## src/verilog/iee_defs.svh

```systemverilog
// constants for the interrupt and exception entry block
// assumes inclusion by the package and the design file only
`ifndef IEE_DEFS_SVH
`define IEE_DEFS_SVH
`define IEE_IO_ADDR_W 16
`define IEE_MEM_ADDR_W 24
`define IEE_VEC_NMI 8'h02
`define IEE_VEC_RSVD_LAST 8'h1F
`define IEE_VEC_DOUBLE 8'h08
`define IEE_GATE_BYTES 8
`define IEE_GATE_SHIFT 3
`define IEE_IO_RSVD_LO 16'h00F8
`define IEE_IO_RSVD_HI 16'h00FF
`define IEE_TABLE_BASE_RST 24'h000000
`define IEE_PUSH_WORDS 3
`endif

```

## src/verilog/iee_pkg.sv

```systemverilog
// types shared by the interrupt and exception entry block
// assumes the constants header sits beside it
`include "iee_defs.svh"
package iee_pkg;
  typedef enum logic [1:0] {
    IEE_XC_FAULT = 2'b00,
    IEE_XC_TRAP = 2'b01,
    IEE_XC_ABORT = 2'b10,
    IEE_XC_SOFT = 2'b11
  } iee_xclass_t;
  typedef enum logic [1:0] {
    IEE_GATE_IRQ = 2'b00,
    IEE_GATE_TRAP = 2'b01,
    IEE_GATE_TASK = 2'b10
  } iee_gate_t;
  // exception or software request from the core
  typedef struct packed {
    logic valid;
    iee_xclass_t xclass;
    logic [7:0] vector;
  } iee_xreq_t;
  // i/o access request from the execution unit
  typedef struct packed {
    logic valid;
    logic use_imm;
    logic wide;
    logic [7:0] imm_port;
    logic [15:0] port_reg;
  } iee_ioreq_t;
  // dispatch directions handed to the core
  typedef struct packed {
    logic [7:0] vector;
    logic [23:0] gate_addr;
    logic resume_at_fault;
    logic restartable;
    logic to_task;
  } iee_dispatch_t;
endpackage : iee_pkg

```

## src/verilog/iee_entry.sv

```systemverilog
// interrupt and exception entry sequencer with i/o address select
// assumes the core signals instruction and string-move boundaries, does the
// stack pushes it is asked for, and reads the gate words this block addresses
`timescale 1ns/1ps
`default_nettype none
`include "iee_defs.svh"
module iee_entry #(
  parameter int unsigned IO_ADDR_W = `IEE_IO_ADDR_W,
  parameter int unsigned MEM_ADDR_W = `IEE_MEM_ADDR_W
) (
  // clock and reset
  input wire logic ref_clk_i,
  input wire logic sys_rst_i,
  // hardware request pins
  input wire logic maskable_request_input_i,
  input wire logic nmi_request_i,
  // core boundaries and requests
  input wire logic instr_boundary_i,
  input wire logic string_move_boundary_i,
  input wire iee_pkg::iee_xreq_t xreq_i,
  input wire logic interrupt_return_instr_i,
  input wire logic restored_if_i,
  input wire logic [MEM_ADDR_W-1:0] table_base_i,
  // core handshakes during entry
  input wire logic push_done_i,
  input wire logic gate_valid_i,
  input wire iee_pkg::iee_gate_t gate_type_i,
  // acknowledge cycle with the interrupt controller
  output logic ack_cycle_o,
  input wire logic ack_done_i,
  input wire logic [7:0] ack_vector_i,
  // entry sequence toward the core
  output logic push_req_o,
  output logic gate_fetch_o,
  output logic dispatch_valid_o,
  output iee_pkg::iee_dispatch_t dispatch_o,
  output logic if_flag_o,
  output logic nmi_active_o,
  output logic busy_o,
  // i/o access
  input wire iee_pkg::iee_ioreq_t ioreq_i,
  output logic mem_io_sel_o,
  output logic [MEM_ADDR_W-1:0] io_addr_o,
  output logic io_rsvd_o
);
  import iee_pkg::*;

  typedef enum logic [2:0] {
    IEE_ST_IDLE = 3'b000,
    IEE_ST_PUSH = 3'b001,
    IEE_ST_ACK = 3'b010,
    IEE_ST_FETCH = 3'b011,
    IEE_ST_DISP = 3'b100
  } iee_state_t;

  // source of the entry being handled
  typedef enum logic [1:0] {
    IEE_SRC_NMI = 2'b00,
    IEE_SRC_MASK = 2'b01,
    IEE_SRC_EXC = 2'b10
  } iee_src_t;

  iee_state_t state_q, state_d;
  iee_src_t src_q;
  iee_xclass_t xclass_q;
  logic [7:0] vec_q;
  logic [23:0] gate_addr_q;
  iee_gate_t gate_q;
  logic if_q;
  logic nmi_active_q;
  logic nmi_pend_q;
  logic nmi_s1_q, nmi_s2_q, nmi_s3_q;
  logic mreq_s1_q, mreq_s2_q;
  logic nmi_edge;
  logic window;
  logic take_nmi, take_mreq, take_exc;
  logic [MEM_ADDR_W-1:0] io_addr_d;

  // table address of a gate: base plus vector times entry size
  function automatic logic [MEM_ADDR_W-1:0] gate_addr_f(
    input logic [MEM_ADDR_W-1:0] base,
    input logic [7:0] vec
  );
    logic [MEM_ADDR_W-1:0] off;
    off = {{(MEM_ADDR_W-11){1'b0}}, vec, 3'h0};
    gate_addr_f = base + off;
  endfunction : gate_addr_f

  // pins come from outside the clock domain: two stages before use
  always_ff @(posedge ref_clk_i or posedge sys_rst_i)
  begin
    if (sys_rst_i)
    begin
      nmi_s1_q <= 1'b0;
      nmi_s2_q <= 1'b0;
      nmi_s3_q <= 1'b0;
      mreq_s1_q <= 1'b0;
      mreq_s2_q <= 1'b0;
    end
    else
    begin
      nmi_s1_q <= nmi_request_i;
      nmi_s2_q <= nmi_s1_q;
      nmi_s3_q <= nmi_s2_q;
      mreq_s1_q <= maskable_request_input_i;
      mreq_s2_q <= mreq_s1_q;
    end
  end

  // nmi is edge-triggered so a held pin does not retrigger
  assign nmi_edge = nmi_s2_q & ~nmi_s3_q;

  // recognition points: instruction ends, plus string-move gaps
  assign window = instr_boundary_i | string_move_boundary_i;

  // arbitration, only from idle; exceptions belong to the running
  // instruction so they go ahead of external events
  always_comb
  begin
    take_exc = (state_q == IEE_ST_IDLE) & xreq_i.valid;
    take_nmi = (state_q == IEE_ST_IDLE) & ~xreq_i.valid & window
             & nmi_pend_q & ~nmi_active_q;
    take_mreq = (state_q == IEE_ST_IDLE) & ~xreq_i.valid & window
              & ~take_nmi & mreq_s2_q & if_q & ~nmi_active_q;
  end

  // pending nmi: set wins over clear, one arrival remembered
  always_ff @(posedge ref_clk_i or posedge sys_rst_i)
  begin
    if (sys_rst_i)
      nmi_pend_q <= 1'b0;
    else if (nmi_edge)
      nmi_pend_q <= 1'b1;
    else if (take_nmi)
      nmi_pend_q <= 1'b0;
  end

  // nmi handler in progress until interrupt return
  always_ff @(posedge ref_clk_i or posedge sys_rst_i)
  begin
    if (sys_rst_i)
      nmi_active_q <= 1'b0;
    else if (take_nmi)
      nmi_active_q <= 1'b1;
    else if (interrupt_return_instr_i)
      nmi_active_q <= 1'b0;
  end

  // interrupt-enable flag
  always_ff @(posedge ref_clk_i or posedge sys_rst_i)
  begin
    if (sys_rst_i)
      if_q <= 1'b0;
    else if (state_q == IEE_ST_DISP && gate_q == IEE_GATE_IRQ)
      if_q <= 1'b0;
    else if (interrupt_return_instr_i)
      if_q <= restored_if_i;
  end

  // state register
  always_ff @(posedge ref_clk_i or posedge sys_rst_i)
  begin
    if (sys_rst_i)
      state_q <= IEE_ST_IDLE;
    else
      state_q <= state_d;
  end

  // entry sequence: push, vector, gate fetch, dispatch
  always_comb
  begin
    state_d = state_q;
    unique case (state_q)
      IEE_ST_IDLE:
        if (take_exc | take_nmi | take_mreq)
          state_d = IEE_ST_PUSH;
      IEE_ST_PUSH:
        if (push_done_i)
        begin
          if (src_q == IEE_SRC_MASK)
            state_d = IEE_ST_ACK;
          else
            state_d = IEE_ST_FETCH;
        end
      IEE_ST_ACK:
        if (ack_done_i)
          state_d = IEE_ST_FETCH;
      IEE_ST_FETCH:
        if (gate_valid_i)
          state_d = IEE_ST_DISP;
      IEE_ST_DISP:
        state_d = IEE_ST_IDLE;
      default:
        state_d = IEE_ST_IDLE;
    endcase
  end

  // source and class captured at acceptance
  always_ff @(posedge ref_clk_i or posedge sys_rst_i)
  begin
    if (sys_rst_i)
    begin
      src_q <= IEE_SRC_EXC;
      xclass_q <= IEE_XC_FAULT;
    end
    else if (take_exc)
    begin
      src_q <= IEE_SRC_EXC;
      xclass_q <= xreq_i.xclass;
    end
    else if (take_nmi)
    begin
      src_q <= IEE_SRC_NMI;
      xclass_q <= IEE_XC_TRAP; // resumes after the boundary
    end
    else if (take_mreq)
    begin
      src_q <= IEE_SRC_MASK;
      xclass_q <= IEE_XC_TRAP;
    end
  end

  // vector: internal for exceptions, fixed for nmi, bus for maskable
  always_ff @(posedge ref_clk_i or posedge sys_rst_i)
  begin
    if (sys_rst_i)
      vec_q <= 8'h00;
    else if (take_exc)
      vec_q <= xreq_i.vector;
    else if (take_nmi)
      vec_q <= `IEE_VEC_NMI;
    else if (state_q == IEE_ST_ACK && ack_done_i)
      vec_q <= ack_vector_i;
  end

  // gate address, formed once the vector is known
  always_ff @(posedge ref_clk_i or posedge sys_rst_i)
  begin
    if (sys_rst_i)
      gate_addr_q <= `IEE_TABLE_BASE_RST;
    else if (state_d == IEE_ST_FETCH && state_q != IEE_ST_FETCH)
      gate_addr_q <= 24'(gate_addr_f(table_base_i,
                      (state_q == IEE_ST_ACK) ? ack_vector_i : vec_q));
  end

  // gate type as read from the table
  always_ff @(posedge ref_clk_i or posedge sys_rst_i)
  begin
    if (sys_rst_i)
      gate_q <= IEE_GATE_IRQ;
    else if (state_q == IEE_ST_FETCH && gate_valid_i)
      gate_q <= gate_type_i;
  end

  // dispatch record toward the core
  always_ff @(posedge ref_clk_i or posedge sys_rst_i)
  begin
    if (sys_rst_i)
    begin
      dispatch_valid_o <= 1'b0;
      dispatch_o <= '0;
    end
    else
    begin
      dispatch_valid_o <= (state_q == IEE_ST_DISP);
      if (state_q == IEE_ST_DISP)
      begin
        dispatch_o.vector <= vec_q;
        dispatch_o.gate_addr <= gate_addr_q;
        dispatch_o.resume_at_fault <= (xclass_q == IEE_XC_FAULT);
        dispatch_o.restartable <= (xclass_q != IEE_XC_ABORT);
        dispatch_o.to_task <= (gate_q == IEE_GATE_TASK);
      end
    end
  end

  // handshake strobes follow the state directly
  assign push_req_o = (state_q == IEE_ST_PUSH);
  assign ack_cycle_o = (state_q == IEE_ST_ACK);
  assign gate_fetch_o = (state_q == IEE_ST_FETCH);
  assign busy_o = (state_q != IEE_ST_IDLE);
  assign if_flag_o = if_q;
  assign nmi_active_o = nmi_active_q;

  // i/o port address: zero-extended, 8-bit immediate or 16-bit register
  always_comb
  begin
    io_addr_d = '0;
    if (ioreq_i.use_imm)
      io_addr_d[7:0] = ioreq_i.imm_port;
    else
      io_addr_d[IO_ADDR_W-1:0] = ioreq_i.port_reg[IO_ADDR_W-1:0];
  end

  // i/o bus outputs registered; select idles high for memory
  always_ff @(posedge ref_clk_i or posedge sys_rst_i)
  begin
    if (sys_rst_i)
    begin
      mem_io_sel_o <= 1'b1;
      io_addr_o <= '0;
      io_rsvd_o <= 1'b0;
    end
    else
    begin
      mem_io_sel_o <= ~ioreq_i.valid;
      if (ioreq_i.valid)
      begin
        io_addr_o <= io_addr_d;
        // flags touches of the range the system must leave free
        io_rsvd_o <= (io_addr_d[15:0] >= `IEE_IO_RSVD_LO)
                  && (io_addr_d[15:0] <= `IEE_IO_RSVD_HI);
      end
      else
        io_rsvd_o <= 1'b0;
    end
  end
endmodule : iee_entry
`default_nettype wire

```

## config.mk

```make
export PLATFORM = sky130hd
export DESIGN_NAME = iee_entry
export DESIGN_NICKNAME = d
export VERILOG_FILES = /design/src/verilog/iee_pkg.sv /design/src/verilog/iee_entry.sv
export VERILOG_INCLUDE_DIRS = /design/src /design/src/verilog
export SDC_FILE = /design/constraint.sdc
export NUM_CORES = 1
export LEC_CHECK = 0
export BUFFER_PORTS_ARGS = -buffer_cell sky130_fd_sc_hd__buf_2
export CORE_ASPECT_RATIO = 0.9
export CORE_MARGIN = 5
export CORE_UTILIZATION = 56
export DETAILED_ROUTE_END_ITERATION = 16
export PLACE_DENSITY_LB_ADDON = 0.25
export SLEW_MARGIN = 20
export SYNTH_ARGS = -nofsm -noshare
export SYNTH_HDL_FRONTEND = slang
export SYNTH_SLANG_ARGS = --single-unit
```

## constraint.sdc

```tcl
create_clock -name ref_clk_i -period 8.65 [get_ports ref_clk_i]
set_clock_uncertainty 0.2 [all_clocks]
set_input_delay 0.4325 -clock ref_clk_i [delete_from_list [all_inputs] [get_ports ref_clk_i]]
set_output_delay 0.4325 -clock ref_clk_i [all_outputs]
set_load 0.01 [all_outputs]
```

==> run summary, run 1 <==
OUTCOME
--------------------------------------------------------------------------------
Outcome                                                                completed

YOSYS
--------------------------------------------------------------------------------
Seq/Total Area, Yosys                                                     51.29%
Dominant synthesized flop cell                                      sky130_fd_sc_hd__dfrtp_1
Total of flip-flops plus latches after synthesis                             103
Synth Cell Area                                                         5030 um2
Number of distinct library cells after synthesis                              73
Cell count after synthesis                                                   444
Number of warnings printed during yosys synthesis                              0
Per-instance average area after synthesis                              11.33 um2
EDFF count, synth                                                              0
Top post-synthesis cells by count                                   sky130_fd_sc_hd__dfrtp_1 (101), sky130_fd_sc_hd__mux2_2 (44), sky130_fd_sc_hd__nor2_1 (32), sky130_fd_sc_hd__nand2_1 (31), sky130_fd_sc_hd__a21oi_1 (22)
Fraction of synthesized cell area taken by the top area cell type         50.25%
Biggest area consumer among synthesized cells                       sky130_fd_sc_hd__dfrtp_1
Library cell with the highest instance count after synthesis        sky130_fd_sc_hd__dfrtp_1
Fraction of registers with async set/reset                                100.0%
Top area cells in the synthesized netlist                           sky130_fd_sc_hd__dfrtp_1 (50%), sky130_fd_sc_hd__mux2_2 (9.9%), sky130_fd_sc_hd__nor2_1 (2.4%), sky130_fd_sc_hd__nand2_1 (2.3%), sky130_fd_sc_hd__a21oi_1 (2.2%)

HOLD PATH
--------------------------------------------------------------------------------
Worst hold-check path type                                          input pin to flop

STA
--------------------------------------------------------------------------------
Tcrit/Tclk final                                                          41.08%
Count of final max-slew check failures                                         0
Total count of hold-check failures in the final report                         0
Transition time at the pin with the least slew margin                  0.7490 ns
Worst max-slew margin expressed relative to the limit                     50.07%
Final setup violation count                                                    0
Maximum clock frequency                                               0.2815 GHz
Final critical delay including setup and external delays                3.553 ns
Post-Route Setup TNS                                                        0 ns
Setup repair after global routing missed its margin                           no

CELLS AND AREA
--------------------------------------------------------------------------------
Net count, final                                                             677
Layout overhead on the synthesized area                                   19.70%
Fillers                                                                      695
Area occupied by multi-input gates                                      2267 um2
Number of antenna cells inserted                                               0
Area of all sequential standard cells                                   2580 um2
Proportion of layout cells with a drive suffix above 1                    38.98%
Util after Layout                                                         69.30%

PWR
--------------------------------------------------------------------------------
Leakage Power                                                           2.901 nW
Max rail drop VDD                                                    0.0001628 V
PD cells                                                            328.0 nW/um2

PLACE
--------------------------------------------------------------------------------
Routability-driven placement congestion ratio                             0.8633
Number of buffers added on ports                                             141
Dpl hpwl                                                                 8914 um

DETAILED ROUTING
--------------------------------------------------------------------------------
Total DRC errors in the routed layout                                          0
Total length of routed wires                                            11840 um
Wire per inst                                                           16.70 um
Per-cell via count in the routed design                                    5.512
First-iteration detailed-routing DRC count                                   183
1st-pass router iterations                                                     4
Antenna-violating nets left                                                    0
Routed vias                                                                 3908

CTS
--------------------------------------------------------------------------------
CTS Sinks                                                                    103
Worst-Skew Late Latency                                                  0.38 ns
Clock buffer depth                                                             2
# H-tree levels                                                                3
Buffers inserted by post-CTS timing repair                                     0
TritonCTS clock tree                                                       built
CTS Root Cell                                                       sky130_fd_sc_hd__clkbuf_8
Number of buffers added by the clock tree synthesis step                       9
Clock transition at the registers of the reported paths                  0.10 ns

WORST SETUP PATH
--------------------------------------------------------------------------------
Worst Path Max Fanout                                                         10
Crit path arrival time                                                   3.64 ns
Nature of the critical path startpoint                                      flop
Required time of the worst setup path                                    8.74 ns
R2R Setup Slk                                                            5.10 ns
Critical path type                                                  flop to flop
CP Capture Type                                                             flop

DIE
--------------------------------------------------------------------------------
Die Outline Area                                                       10980 um2
Die span in y                                                           99.91 um
Starting density of the core                                              57.89%
Chip Width                                                              109.9 um
Number of top-level pins                                                     151
Cell Rows                                                                     32
Core Area                                                               8688 um2

GLOBAL ROUTING
--------------------------------------------------------------------------------
Total gr overflow                                                              0
Total track usage                                                         22.33%
Vias in the first global route                                              3969
Wire length of the first global-routing pass                            19190 um
Number of antenna violations at the first check in global routing              0
Pin count of the biggest net entering global routing                          86

JOB
--------------------------------------------------------------------------------
Max_cap viols                                                                  0

-- state kept, by name, indices dropped and copies added, names as in the netlist --
| name | cells |
|---|---|
| dispatch_o | 35 |
| dispatch_valid_o | 1 |
| gate_addr_q | 24 |
| gate_q | 2 |
| if_flag_o | 1 |
| io_addr_o | 16 |
| io_rsvd_o | 1 |
| mem_io_sel_o | 1 |
| mreq_s1_q | 1 |
| mreq_s2_q | 1 |
| nmi_active_o | 1 |
| nmi_pend_q | 1 |
| nmi_s1_q | 1 |
| nmi_s2_q | 1 |
| nmi_s3_q | 1 |
| src_q | 2 |
| state_q | 3 |
| vec_q | 8 |
| xclass_q | 2 |
-- stage by stage --
step	power, mW	area (um2)	hold slack, ns	setup slack (ns)	cells
detailed placement	1.674	5783	0.1347	5.176	690
global route	2.126	6021	0.04414	4.931	709
floorplan	1.426	5056	0.1312	5.317	451
finish	1.975	6021	0.05759	5.097	709
CTS	1.991	6017	0.04380	5.105	709
global placement	1.639	5783	0.1368	5.240	690
-- cell usage in the layout, fill, tap and decap left out, types with 4 or more instances in the layout --
master / Yosys / final
sky130_fd_sc_hd__a31oi_1: 7 / 7
sky130_fd_sc_hd__o21ai_0: 11 / 11
sky130_fd_sc_hd__clkbuf_8: 0 / 9
sky130_fd_sc_hd__inv_1: 11 / 10
sky130_fd_sc_hd__nand2_1: 31 / 31
sky130_fd_sc_hd__mux2_1: 6 / 6
sky130_fd_sc_hd__a21oi_1: 22 / 22
sky130_fd_sc_hd__dfrtp_1: 101 / 101
sky130_fd_sc_hd__o21ai_1: 15 / 15
sky130_fd_sc_hd__nor3_1: 6 / 6
sky130_fd_sc_hd__buf_4: 10 / 4
sky130_fd_sc_hd__nand3_1: 12 / 12
sky130_fd_sc_hd__mux2i_1: 8 / 8
sky130_fd_sc_hd__a22oi_1: 8 / 8
sky130_fd_sc_hd__xor2_1: 6 / 6
sky130_fd_sc_hd__mux2_2: 44 / 44
sky130_fd_sc_hd__ha_1: 8 / 8
sky130_fd_sc_hd__nor2_1: 32 / 32
sky130_fd_sc_hd__a21o_1: 6 / 6
sky130_fd_sc_hd__a22o_1: 9 / 9
sky130_fd_sc_hd__buf_2: 6 / 141
sky130_fd_sc_hd__conb_1: 1 / 8
-- cell families (layout without fill, tap and decap cells) --
kind of cell               after synthesis  after routing  synth area share (%)
other                                    1              8               0.07456
muxes                                   58             58                 12.79
buffers and inverters                   37            176                 4.254
AOI/OAI and AO/OA                      117            117                 16.62
DFF                                    103            103                 51.29
and+or+nand+nor                        110            110                 11.02
adders and majority gates                9              9                 2.388
xor gates and xnor gates                 9              9                 1.567
-- power breakdown --
part | internal [mW] | switching [mW] | leakage [nW]
Clock | 0.137 | 0.176 | 0.102
Sequential | 0.667 | 0.111 | 1.26
Combinational | 0.401 | 0.483 | 1.54
-- path summary, 6_finish.rpt --
check,startpoint,cells after the start,endpoint
setup / recovery,state_q[1],9,gate_addr_q[23]
hold / removal,interrupt_return_instr_i,2,nmi_active_o
setup reg to reg,state_q[1],9,gate_addr_q[23]
hold reg to reg,mreq_s1_q,0,mreq_s2_q
max in group asynchronous,sys_rst_i,4,gate_addr_q[13]
min in group asynchronous,sys_rst_i,3,io_addr_o[2]
-- critical path: stages, from the launching register on --
cell and delay [ns]:
sky130_fd_sc_hd__dfrtp_1 0.55, sky130_fd_sc_hd__nor3b_2 0.47, sky130_fd_sc_hd__buf_4 0.26, sky130_fd_sc_hd__mux2_2 0.38
sky130_fd_sc_hd__fa_1 0.46, sky130_fd_sc_hd__a211oi_1 0.30, sky130_fd_sc_hd__o21bai_2 0.19, sky130_fd_sc_hd__o21ai_2 0.31
sky130_fd_sc_hd__o21ai_0 0.14, sky130_fd_sc_hd__a31oi_1 0.20
-- cell type report --
type	instances	area share [%]
sequential	103	42.85
multi-input combinational	311	37.66
timing repair buffer	149	12.91
tap	119	2.473
clock buffer	9	2.057
clock inverter	7	1.330
inverter	11	0.7273
-- metal layers --
layer / vias to the layer above / part of all wire, % / GRT usage (%)
met3: 13 / 8.0 / 7.846
met5: - / 0 / 0
li1: 1890 / - / -
met2: 123 / 49 / 36.57
met4: 0 / 1.1 / 5.177
met1: 1882 / 42 / 28.51
-- timing repair --
item	4_1_cts	5_1_grt
hold buffers	3	0
hold endpoints to repair	19	0
gates resized for setup	0	0
No activity file was read; power rests on OpenSTA's default activity.
==> inputs of run 2 (changes only) <==
--- a/config.mk
+++ b/config.mk
@@ -9,7 +9,7 @@
 export BUFFER_PORTS_ARGS = -buffer_cell sky130_fd_sc_hd__buf_2
 export CORE_ASPECT_RATIO = 0.9
 export CORE_MARGIN = 5
-export CORE_UTILIZATION = 56
+export CORE_UTILIZATION = 47
 export DETAILED_ROUTE_END_ITERATION = 16
 export PLACE_DENSITY_LB_ADDON = 0.25
 export SLEW_MARGIN = 20
==> constraint.sdc (replaced) <==
create_clock -name ref_clk_i -period 3.1 [get_ports ref_clk_i]
set_clock_uncertainty 0.2 [all_clocks]
set_input_delay 0.155 -clock ref_clk_i [delete_from_list [all_inputs] [get_ports ref_clk_i]]
set_output_delay 0.155 -clock ref_clk_i [all_outputs]
set_load 0.01 [all_outputs]
==> run 2 against run 1 <==
Against the previous run:
- cell count is 12% higher
- via count is 8.3% higher
- global-route usage is 1.5 points lower
- wire length is 11% higher
- fmax is 20% higher
- register-to-register slack worse by 5.0 ns
==> run summary, run 2 (synthesized netlist as in run 1, its figures left out) <==
CTS
--------------------------------------------------------------------------------
TritonCTS clock tree                                                       built
# H-tree levels                                                                3
Clock transition at the registers of the reported paths                  0.06 ns
Number of buffers added by the clock tree synthesis step                       9
Worst-Skew Late Latency                                                  0.34 ns
Clock buffer depth                                                             2
CTS Root Cell                                                       sky130_fd_sc_hd__clkbuf_16
CTS Sinks                                                                    103

DIE
--------------------------------------------------------------------------------
Core Area                                                              10330 um2
Die span in y                                                           108.1 um
Starting density of the core                                              48.67%
Die Outline Area                                                       12870 um2
Number of top-level pins                                                     151
Chip Width                                                              119.0 um
Cell Rows                                                                     35

GLOBAL ROUTING
--------------------------------------------------------------------------------
Number of antenna violations at the first check in global routing              0
Total track usage                                                         20.85%
Vias in the first global route                                              4522
Wire length of the first global-routing pass                            21760 um
Pin count of the biggest net entering global routing                          68
Total gr overflow                                                              0

CELLS AND AREA
--------------------------------------------------------------------------------
Non-filler cells, final                                                      796
Net count, final                                                             756
Largest registers                                                   dispatch_o: 35 flops, gate_addr_q: 24 flops, io_addr_o: 16 flops
Register with the most flip-flops                                     dispatch_o
Commonest cells after routing, fill and taps aside                  sky130_fd_sc_hd__buf_2 (141), sky130_fd_sc_hd__dfrtp_1 (101), sky130_fd_sc_hd__dlygate4sd3_1 (73)
Number of antenna cells inserted                                               0
Post-route cell area                                                    6938 um2
Layout overhead on the synthesized area                                   37.94%
Leading cell type in the layout, fill and taps excluded             sky130_fd_sc_hd__buf_2
Max FFs per register                                                          35
Proportion of layout cells with a drive suffix above 1                    36.28%

HOLD PATH
--------------------------------------------------------------------------------
Worst hold-check path type                                          input pin to flop

STA
--------------------------------------------------------------------------------
Maximum clock frequency                                               0.3369 GHz
Total count of hold-check failures in the final report                         0
Hold slack final                                                      0.01714 ns
Setup repair after global routing missed its margin                          yes
Worst max-slew margin expressed relative to the limit                     45.43%
Count of final max-slew check failures                                         0
Final setup violation count                                                    0
Tcrit/Tclk final                                                          95.75%
Final critical delay including setup and external delays                2.968 ns
Transition time at the pin with the least slew margin                  0.8185 ns
Post-Route Setup TNS                                                        0 ns

WORST SETUP PATH
--------------------------------------------------------------------------------
Crit path arrival time                                                   2.99 ns
CP Capture Type                                                             flop
R2R Setup Slk                                                            0.13 ns
Nature of the critical path startpoint                                      flop
Required time of the worst setup path                                    3.12 ns
Critical path type                                                  flop to flop
Worst Path Max Fanout                                                          9

OUTCOME
--------------------------------------------------------------------------------
Outcome                                                                completed

DETAILED ROUTING
--------------------------------------------------------------------------------
Total length of routed wires                                            13110 um
First-iteration detailed-routing DRC count                                   189
Routed vias                                                                 4232
Per-cell via count in the routed design                                    5.317
Antenna-violating nets left                                                    0
Wire per inst                                                           16.47 um
Total DRC errors in the routed layout                                          0
1st-pass router iterations                                                     5

PWR
--------------------------------------------------------------------------------
Max rail drop VDD                                                    0.0005066 V
Sum of internal, switching and leakage power                            6.059 mW
PD cells                                                            873.3 nW/um2
Leakage Power                                                           3.265 nW

PLACE
--------------------------------------------------------------------------------
Total cell area at the placement stage                                  5861 um2
Cell Count Post-Placement                                                    708
Number of buffers added on ports                                             141
Routability-driven placement congestion ratio                             0.8653
Dpl hpwl                                                                 9096 um

JOB
--------------------------------------------------------------------------------
Max_cap viols                                                                  0

## run 2: cell types whose count changed in the layout (fill, tap and decap cells not counted), sizes merged
cell         before  now
buf             146  155
dlygate4sd3       3   73
clkbuf            9   11
inv              13   11
clkinvlp          1    2
clkinv            3    0
## run 2: worst paths after layout
check                             from              to  cells after the start
setup / recovery            state_q[2]  gate_addr_q[9]                     10
hold / removal             ioreq_i[26]    io_addr_o[4]                      2
setup reg to reg            state_q[2]  gate_addr_q[9]                     10
hold reg to reg               nmi_s1_q        nmi_s2_q                      0
max in group asynchronous    sys_rst_i    mem_io_sel_o                      4
min in group asynchronous    sys_rst_i  gate_addr_q[1]                      3
## run 2: final cells by class
type                    count  area, um2
clock buffers              11      242.7
clock inverters             3      45.04
fillers                   786       3397
inverters                  11      43.79
multi-input cells         311       2320
flip-flops and latches    103       2580
well taps                 129      161.4
repair buffers            228       1545
## run 2: power by group
group	switching (mW)	internal, mW	leakage, nW
Clock	0.465	0.639	0.134
Sequential	0.273	1.87	1.26
Combinational	1.47	1.34	1.88
Total	2.21	3.85	3.26
## run 2: metrics by stage
stage          utilization, %  setup WS (ns)
2_1_floorplan               -        0.04447
3_3_place_gp            56.71         0.1439
3_5_place_dp            56.71        0.06743
4_1_cts                 66.56        0.03513
5_1_grt                 67.13      -0.004117
6_report                67.13         0.1318
## run 2: what timing repair did
item	in CTS	in global routing
gates resized for setup	0	11
setup buffers	0	1
endpoints found under the setup margin	0	10
hold buffers	73	0
hold endpoints to repair	116	0
## run 2: metal layers
layer	up-vias	GRT usage (%)	wire [um]
met5	-	0	0
met4	0	4.136	161
met3	17	6.172	888
met2	146	37.27	6557
met1	2032	25.19	5503
li1	2037	-	-
## run 2: worst max-delay path: stages (launching register included)
cell	delay (ns)
sky130_fd_sc_hd__dfrtp_1	0.39
sky130_fd_sc_hd__nor3b_2	0.22
sky130_fd_sc_hd__buf_6	0.17
sky130_fd_sc_hd__mux2_2	0.34
sky130_fd_sc_hd__ha_1	0.21
sky130_fd_sc_hd__fa_2	0.39
sky130_fd_sc_hd__a211oi_4	0.26
sky130_fd_sc_hd__o21bai_4	0.15
sky130_fd_sc_hd__a21oi_1	0.20
sky130_fd_sc_hd__xnor2_1	0.08
sky130_fd_sc_hd__mux2_2	0.25
==> inputs of run 3 (changes only) <==
--- a/config.mk
+++ b/config.mk
@@ -6,6 +6,7 @@
 export SDC_FILE = /design/constraint.sdc
 export NUM_CORES = 1
 export LEC_CHECK = 0
+export ABC_AREA = 1
 export BUFFER_PORTS_ARGS = -buffer_cell sky130_fd_sc_hd__buf_2
 export CORE_ASPECT_RATIO = 0.9
 export CORE_MARGIN = 5
==> run 3 against run 2 <==
Against the previous run:
- combinational power decreased by 6%
- fmax increased by 6.9%
- clock-buffer cell count unchanged
- clock power increased by 8%
- worst hold slack got worse by 0.0064 ns
- wire length increased by 3.2%
- non-clock buffer count increased by 1
- via count increased by 17%
- largest power group unchanged
==> run summary, run 3 <==
OUTCOME
--------------------------------------------------------------------------------
Outcome                                                                completed

STA
--------------------------------------------------------------------------------
Final critical delay including setup and external delays                2.777 ns
Setup repair after global routing missed its margin                           no
Tcrit/Tclk final                                                          89.58%
Final setup violation count                                                    0
Count of final max-slew check failures                                         0
Post-Route Setup TNS                                                        0 ns
Total count of hold-check failures in the final report                         0
Worst max-slew margin expressed relative to the limit                     53.17%
Maximum clock frequency                                               0.3601 GHz
Transition time at the pin with the least slew margin                  0.7019 ns

YOSYS
--------------------------------------------------------------------------------
Synth Cell Area                                                         5109 um2
Biggest area consumer among synthesized cells                       sky130_fd_sc_hd__dfrtp_1
Seq/Total Area, Yosys                                                     50.50%
Cell count after synthesis                                                   651
Per-instance average area after synthesis                              7.847 um2
Total of flip-flops plus latches after synthesis                             103
Top area cells in the synthesized netlist                           sky130_fd_sc_hd__dfrtp_1 (49%), sky130_fd_sc_hd__nand2_1 (16%), sky130_fd_sc_hd__nand3_1 (5.8%), sky130_fd_sc_hd__inv_1 (5.4%), sky130_fd_sc_hd__o21ai_0 (4.6%)
Number of warnings printed during yosys synthesis                              0
Dominant synthesized flop cell                                      sky130_fd_sc_hd__dfrtp_1
Library cell with the highest instance count after synthesis        sky130_fd_sc_hd__nand2_1
Fraction of synthesized cell area taken by the top area cell type         49.47%
Number of distinct library cells after synthesis                              34
Fraction of registers with async set/reset                                100.0%
EDFF count, synth                                                              0
Top post-synthesis cells by count                                   sky130_fd_sc_hd__nand2_1 (218), sky130_fd_sc_hd__dfrtp_1 (101), sky130_fd_sc_hd__inv_1 (73), sky130_fd_sc_hd__nand3_1 (59), sky130_fd_sc_hd__o21ai_0 (47)

PWR
--------------------------------------------------------------------------------
Clk pwr share                                                              20.0%
Net switching component of the power                                    2.303 mW
Max rail drop VDD                                                    0.0005304 V
PD cells                                                            847.1 nW/um2
Leakage Power                                                           3.765 nW
Sum of internal, switching and leakage power                            5.940 mW
Total internal power                                                    3.637 mW
Switch share                                                              38.77%
Combinational cell fraction of total power                                 44.8%
Sequential Power Share                                                     35.3%

CTS
--------------------------------------------------------------------------------
CTS Sinks                                                                    103
Worst-Skew Late Latency                                                  0.35 ns
TritonCTS clock tree                                                       built
CTS Root Cell                                                       sky130_fd_sc_hd__clkbuf_16
# H-tree levels                                                                3
Buffers inserted by post-CTS timing repair                                     0
Clock buffer depth                                                             2
Number of buffers added by the clock tree synthesis step                       9
Clock transition at the registers of the reported paths                  0.07 ns

WORST SETUP PATH
--------------------------------------------------------------------------------
Reg-to-reg endpoint                                                 gate_addr_q[11]
Cell count of the worst reg-to-reg path                                       14
Largest stage delay on the critical path                                 0.46 ns
CP most frequent cell                                               sky130_fd_sc_hd__nand2_1
Critical path's slowest cell                                        sky130_fd_sc_hd__fa_1
CP Capture Point                                                    gate_addr_q[11]
Nature of the critical path startpoint                                      flop
CP Capture Type                                                             flop
Setup crit start                                                      state_q[1]
Critical path type                                                  flop to flop
Worst R2R Start                                                       state_q[1]
R2R Setup Slk                                                            0.32 ns
List of cells traversed by the critical path                        nand2_2 > nor2_4 > buf_4 > nand2_1 > o21ai_0 > ha_1 > fa_1 > nand2_1 > nand3_1 > nand3_1 > nand2_1 > xor2_1 > nand2_1 > o21ai_1
Worst Path Max Fanout                                                         11
Crit path arrival time                                                   2.79 ns
Required time of the worst setup path                                    3.12 ns

DETAILED ROUTING
--------------------------------------------------------------------------------
Total DRC errors in the routed layout                                          0
Per-cell via count in the routed design                                    4.907
Wire per inst                                                           13.44 um
Antenna-violating nets left                                                    0
1st-pass router iterations                                                     4
First-iteration detailed-routing DRC count                                   296
Routed vias                                                                 4941
Total length of routed wires                                            13540 um

CELLS AND AREA
--------------------------------------------------------------------------------
Commonest cells after routing, fill and taps aside                  sky130_fd_sc_hd__nand2_1 (218), sky130_fd_sc_hd__buf_2 (141), sky130_fd_sc_hd__dfrtp_1 (101)
Largest registers                                                   dispatch_o: 35 flops, gate_addr_q: 24 flops, io_addr_o: 16 flops
Leading cell type in the layout, fill and taps excluded             sky130_fd_sc_hd__nand2_1
Util after Layout                                                         65.41%
Non-filler cells, final                                                     1007
Proportion of layout cells with a drive suffix above 1                    20.87%
Layout overhead on the synthesized area                                   37.25%
Net count, final                                                             959
Register with the most flip-flops                                     dispatch_o
Max FFs per register                                                          35

JOB
--------------------------------------------------------------------------------
Max_cap viols                                                                  0

GLOBAL ROUTING
--------------------------------------------------------------------------------
Vias in the first global route                                              4862
Wire length of the first global-routing pass                            22640 um
Total track usage                                                         21.73%
Pin count of the biggest net entering global routing                          83
Total gr overflow                                                              0
Number of antenna violations at the first check in global routing              2

DIE
--------------------------------------------------------------------------------
Number of top-level pins                                                     151
Cell Rows                                                                     36
Core Area                                                              10720 um2
Chip Width                                                              119.9 um
Starting density of the core                                              47.65%
Die span in y                                                           108.9 um
Die Outline Area                                                       13060 um2

HOLD PATH
--------------------------------------------------------------------------------
Number of cells traversed by the worst hold path                               6
Worst hold-check path type                                          input pin to flop

PLACE
--------------------------------------------------------------------------------
Dpl hpwl                                                                 9351 um
Routability-driven placement congestion ratio                             0.8288
Number of buffers added on ports                                             141
Cell Count Post-Placement                                                    910

-- run 3: what timing repair did --
action,CTS,global route
hold endpoints to repair,130,0
gates resized for setup,0,0
hold buffers,79,0
-- run 3: logic make-up after synthesis --
logic type / share of synthesized area [%]
other: 0.07340
DFF: 50.50
buffers and inverters: 9.282
xor gates and xnor gates: 1.543
AOI/OAI and AO/OA: 8.499
and+or+nand+nor: 27.75
adders and majority gates: 2.351
-- run 3: how the worst min path moves through the flow --
stage / startpoint / end / slack, ns
2_1_floorplan: maskable_request_input_i / mreq_s1_q / -0.01
3_3_place_gp: maskable_request_input_i / mreq_s1_q / 0.06
3_5_place_dp: maskable_request_input_i / mreq_s1_q / 0.06
4_1_cts: table_base_i[14] / gate_addr_q[14] / 0.004
5_1_grt: table_base_i[14] / gate_addr_q[14] / 0.03
6_report: table_base_i[14] / gate_addr_q[14] / 0.01
-- run 3: through the flow --
| stage | hold WS, ns | worst slack, ns | area (um2) |
|---|---|---|---|
| floorplan | -0.01357 | 0.04447 | 5135 |
| finish | 0.01074 | 0.3230 | 7012 |
| global placement | 0.06389 | 0.3867 | 5899 |
| CTS | 0.004056 | 0.3239 | 7004 |
| detailed placement | 0.06433 | 0.3361 | 5899 |
| global route | 0.02979 | 0.06266 | 7012 |
-- run 3: area by class of cell --
class,count,area [um2]
sequential,103,2580
clock buffer,11,232.7
fill,927,3709
clock inverter,5,81.33
timing repair buffer,229,1564
multi-input combinational,445,2081
antenna,2,5.005
inverter,79,301.5
tap,133,166.4
-- run 3: metal layers --
metal,GRT usage [%],vias to the layer above,wire length [um]
met1,26.51,2283,5604
met4,7.604,0,306
met2,37.74,146,6861
met3,5.602,25,764
li1,-,2487,-
met5,0,-,0
-- run 3: worst max-delay path, delay by kind of cell, from the launching register on --
family	cells	cell delay, ns
AOI/OAI and AO/OA	2	0.17
adders and majority gates	2	0.72
and+or+nand+nor	8	0.76
buffers and inverters	1	0.18
xor gates and xnor gates	1	0.19
DFF	1	0.42
-- run 3: power by group through the flow --
stage | clock network [mW] | logic [mW] | registers (mW)
2_1_floorplan | 0 | 1.63 | 2.19
3_3_place_gp | 0 | 2.38 | 2.09
3_5_place_dp | 0 | 2.43 | 2.12
4_1_cts | 1.22 | 2.66 | 2.10
5_1_grt | 1.27 | 3.04 | 2.15
6_report | 1.19 | 2.66 | 2.09
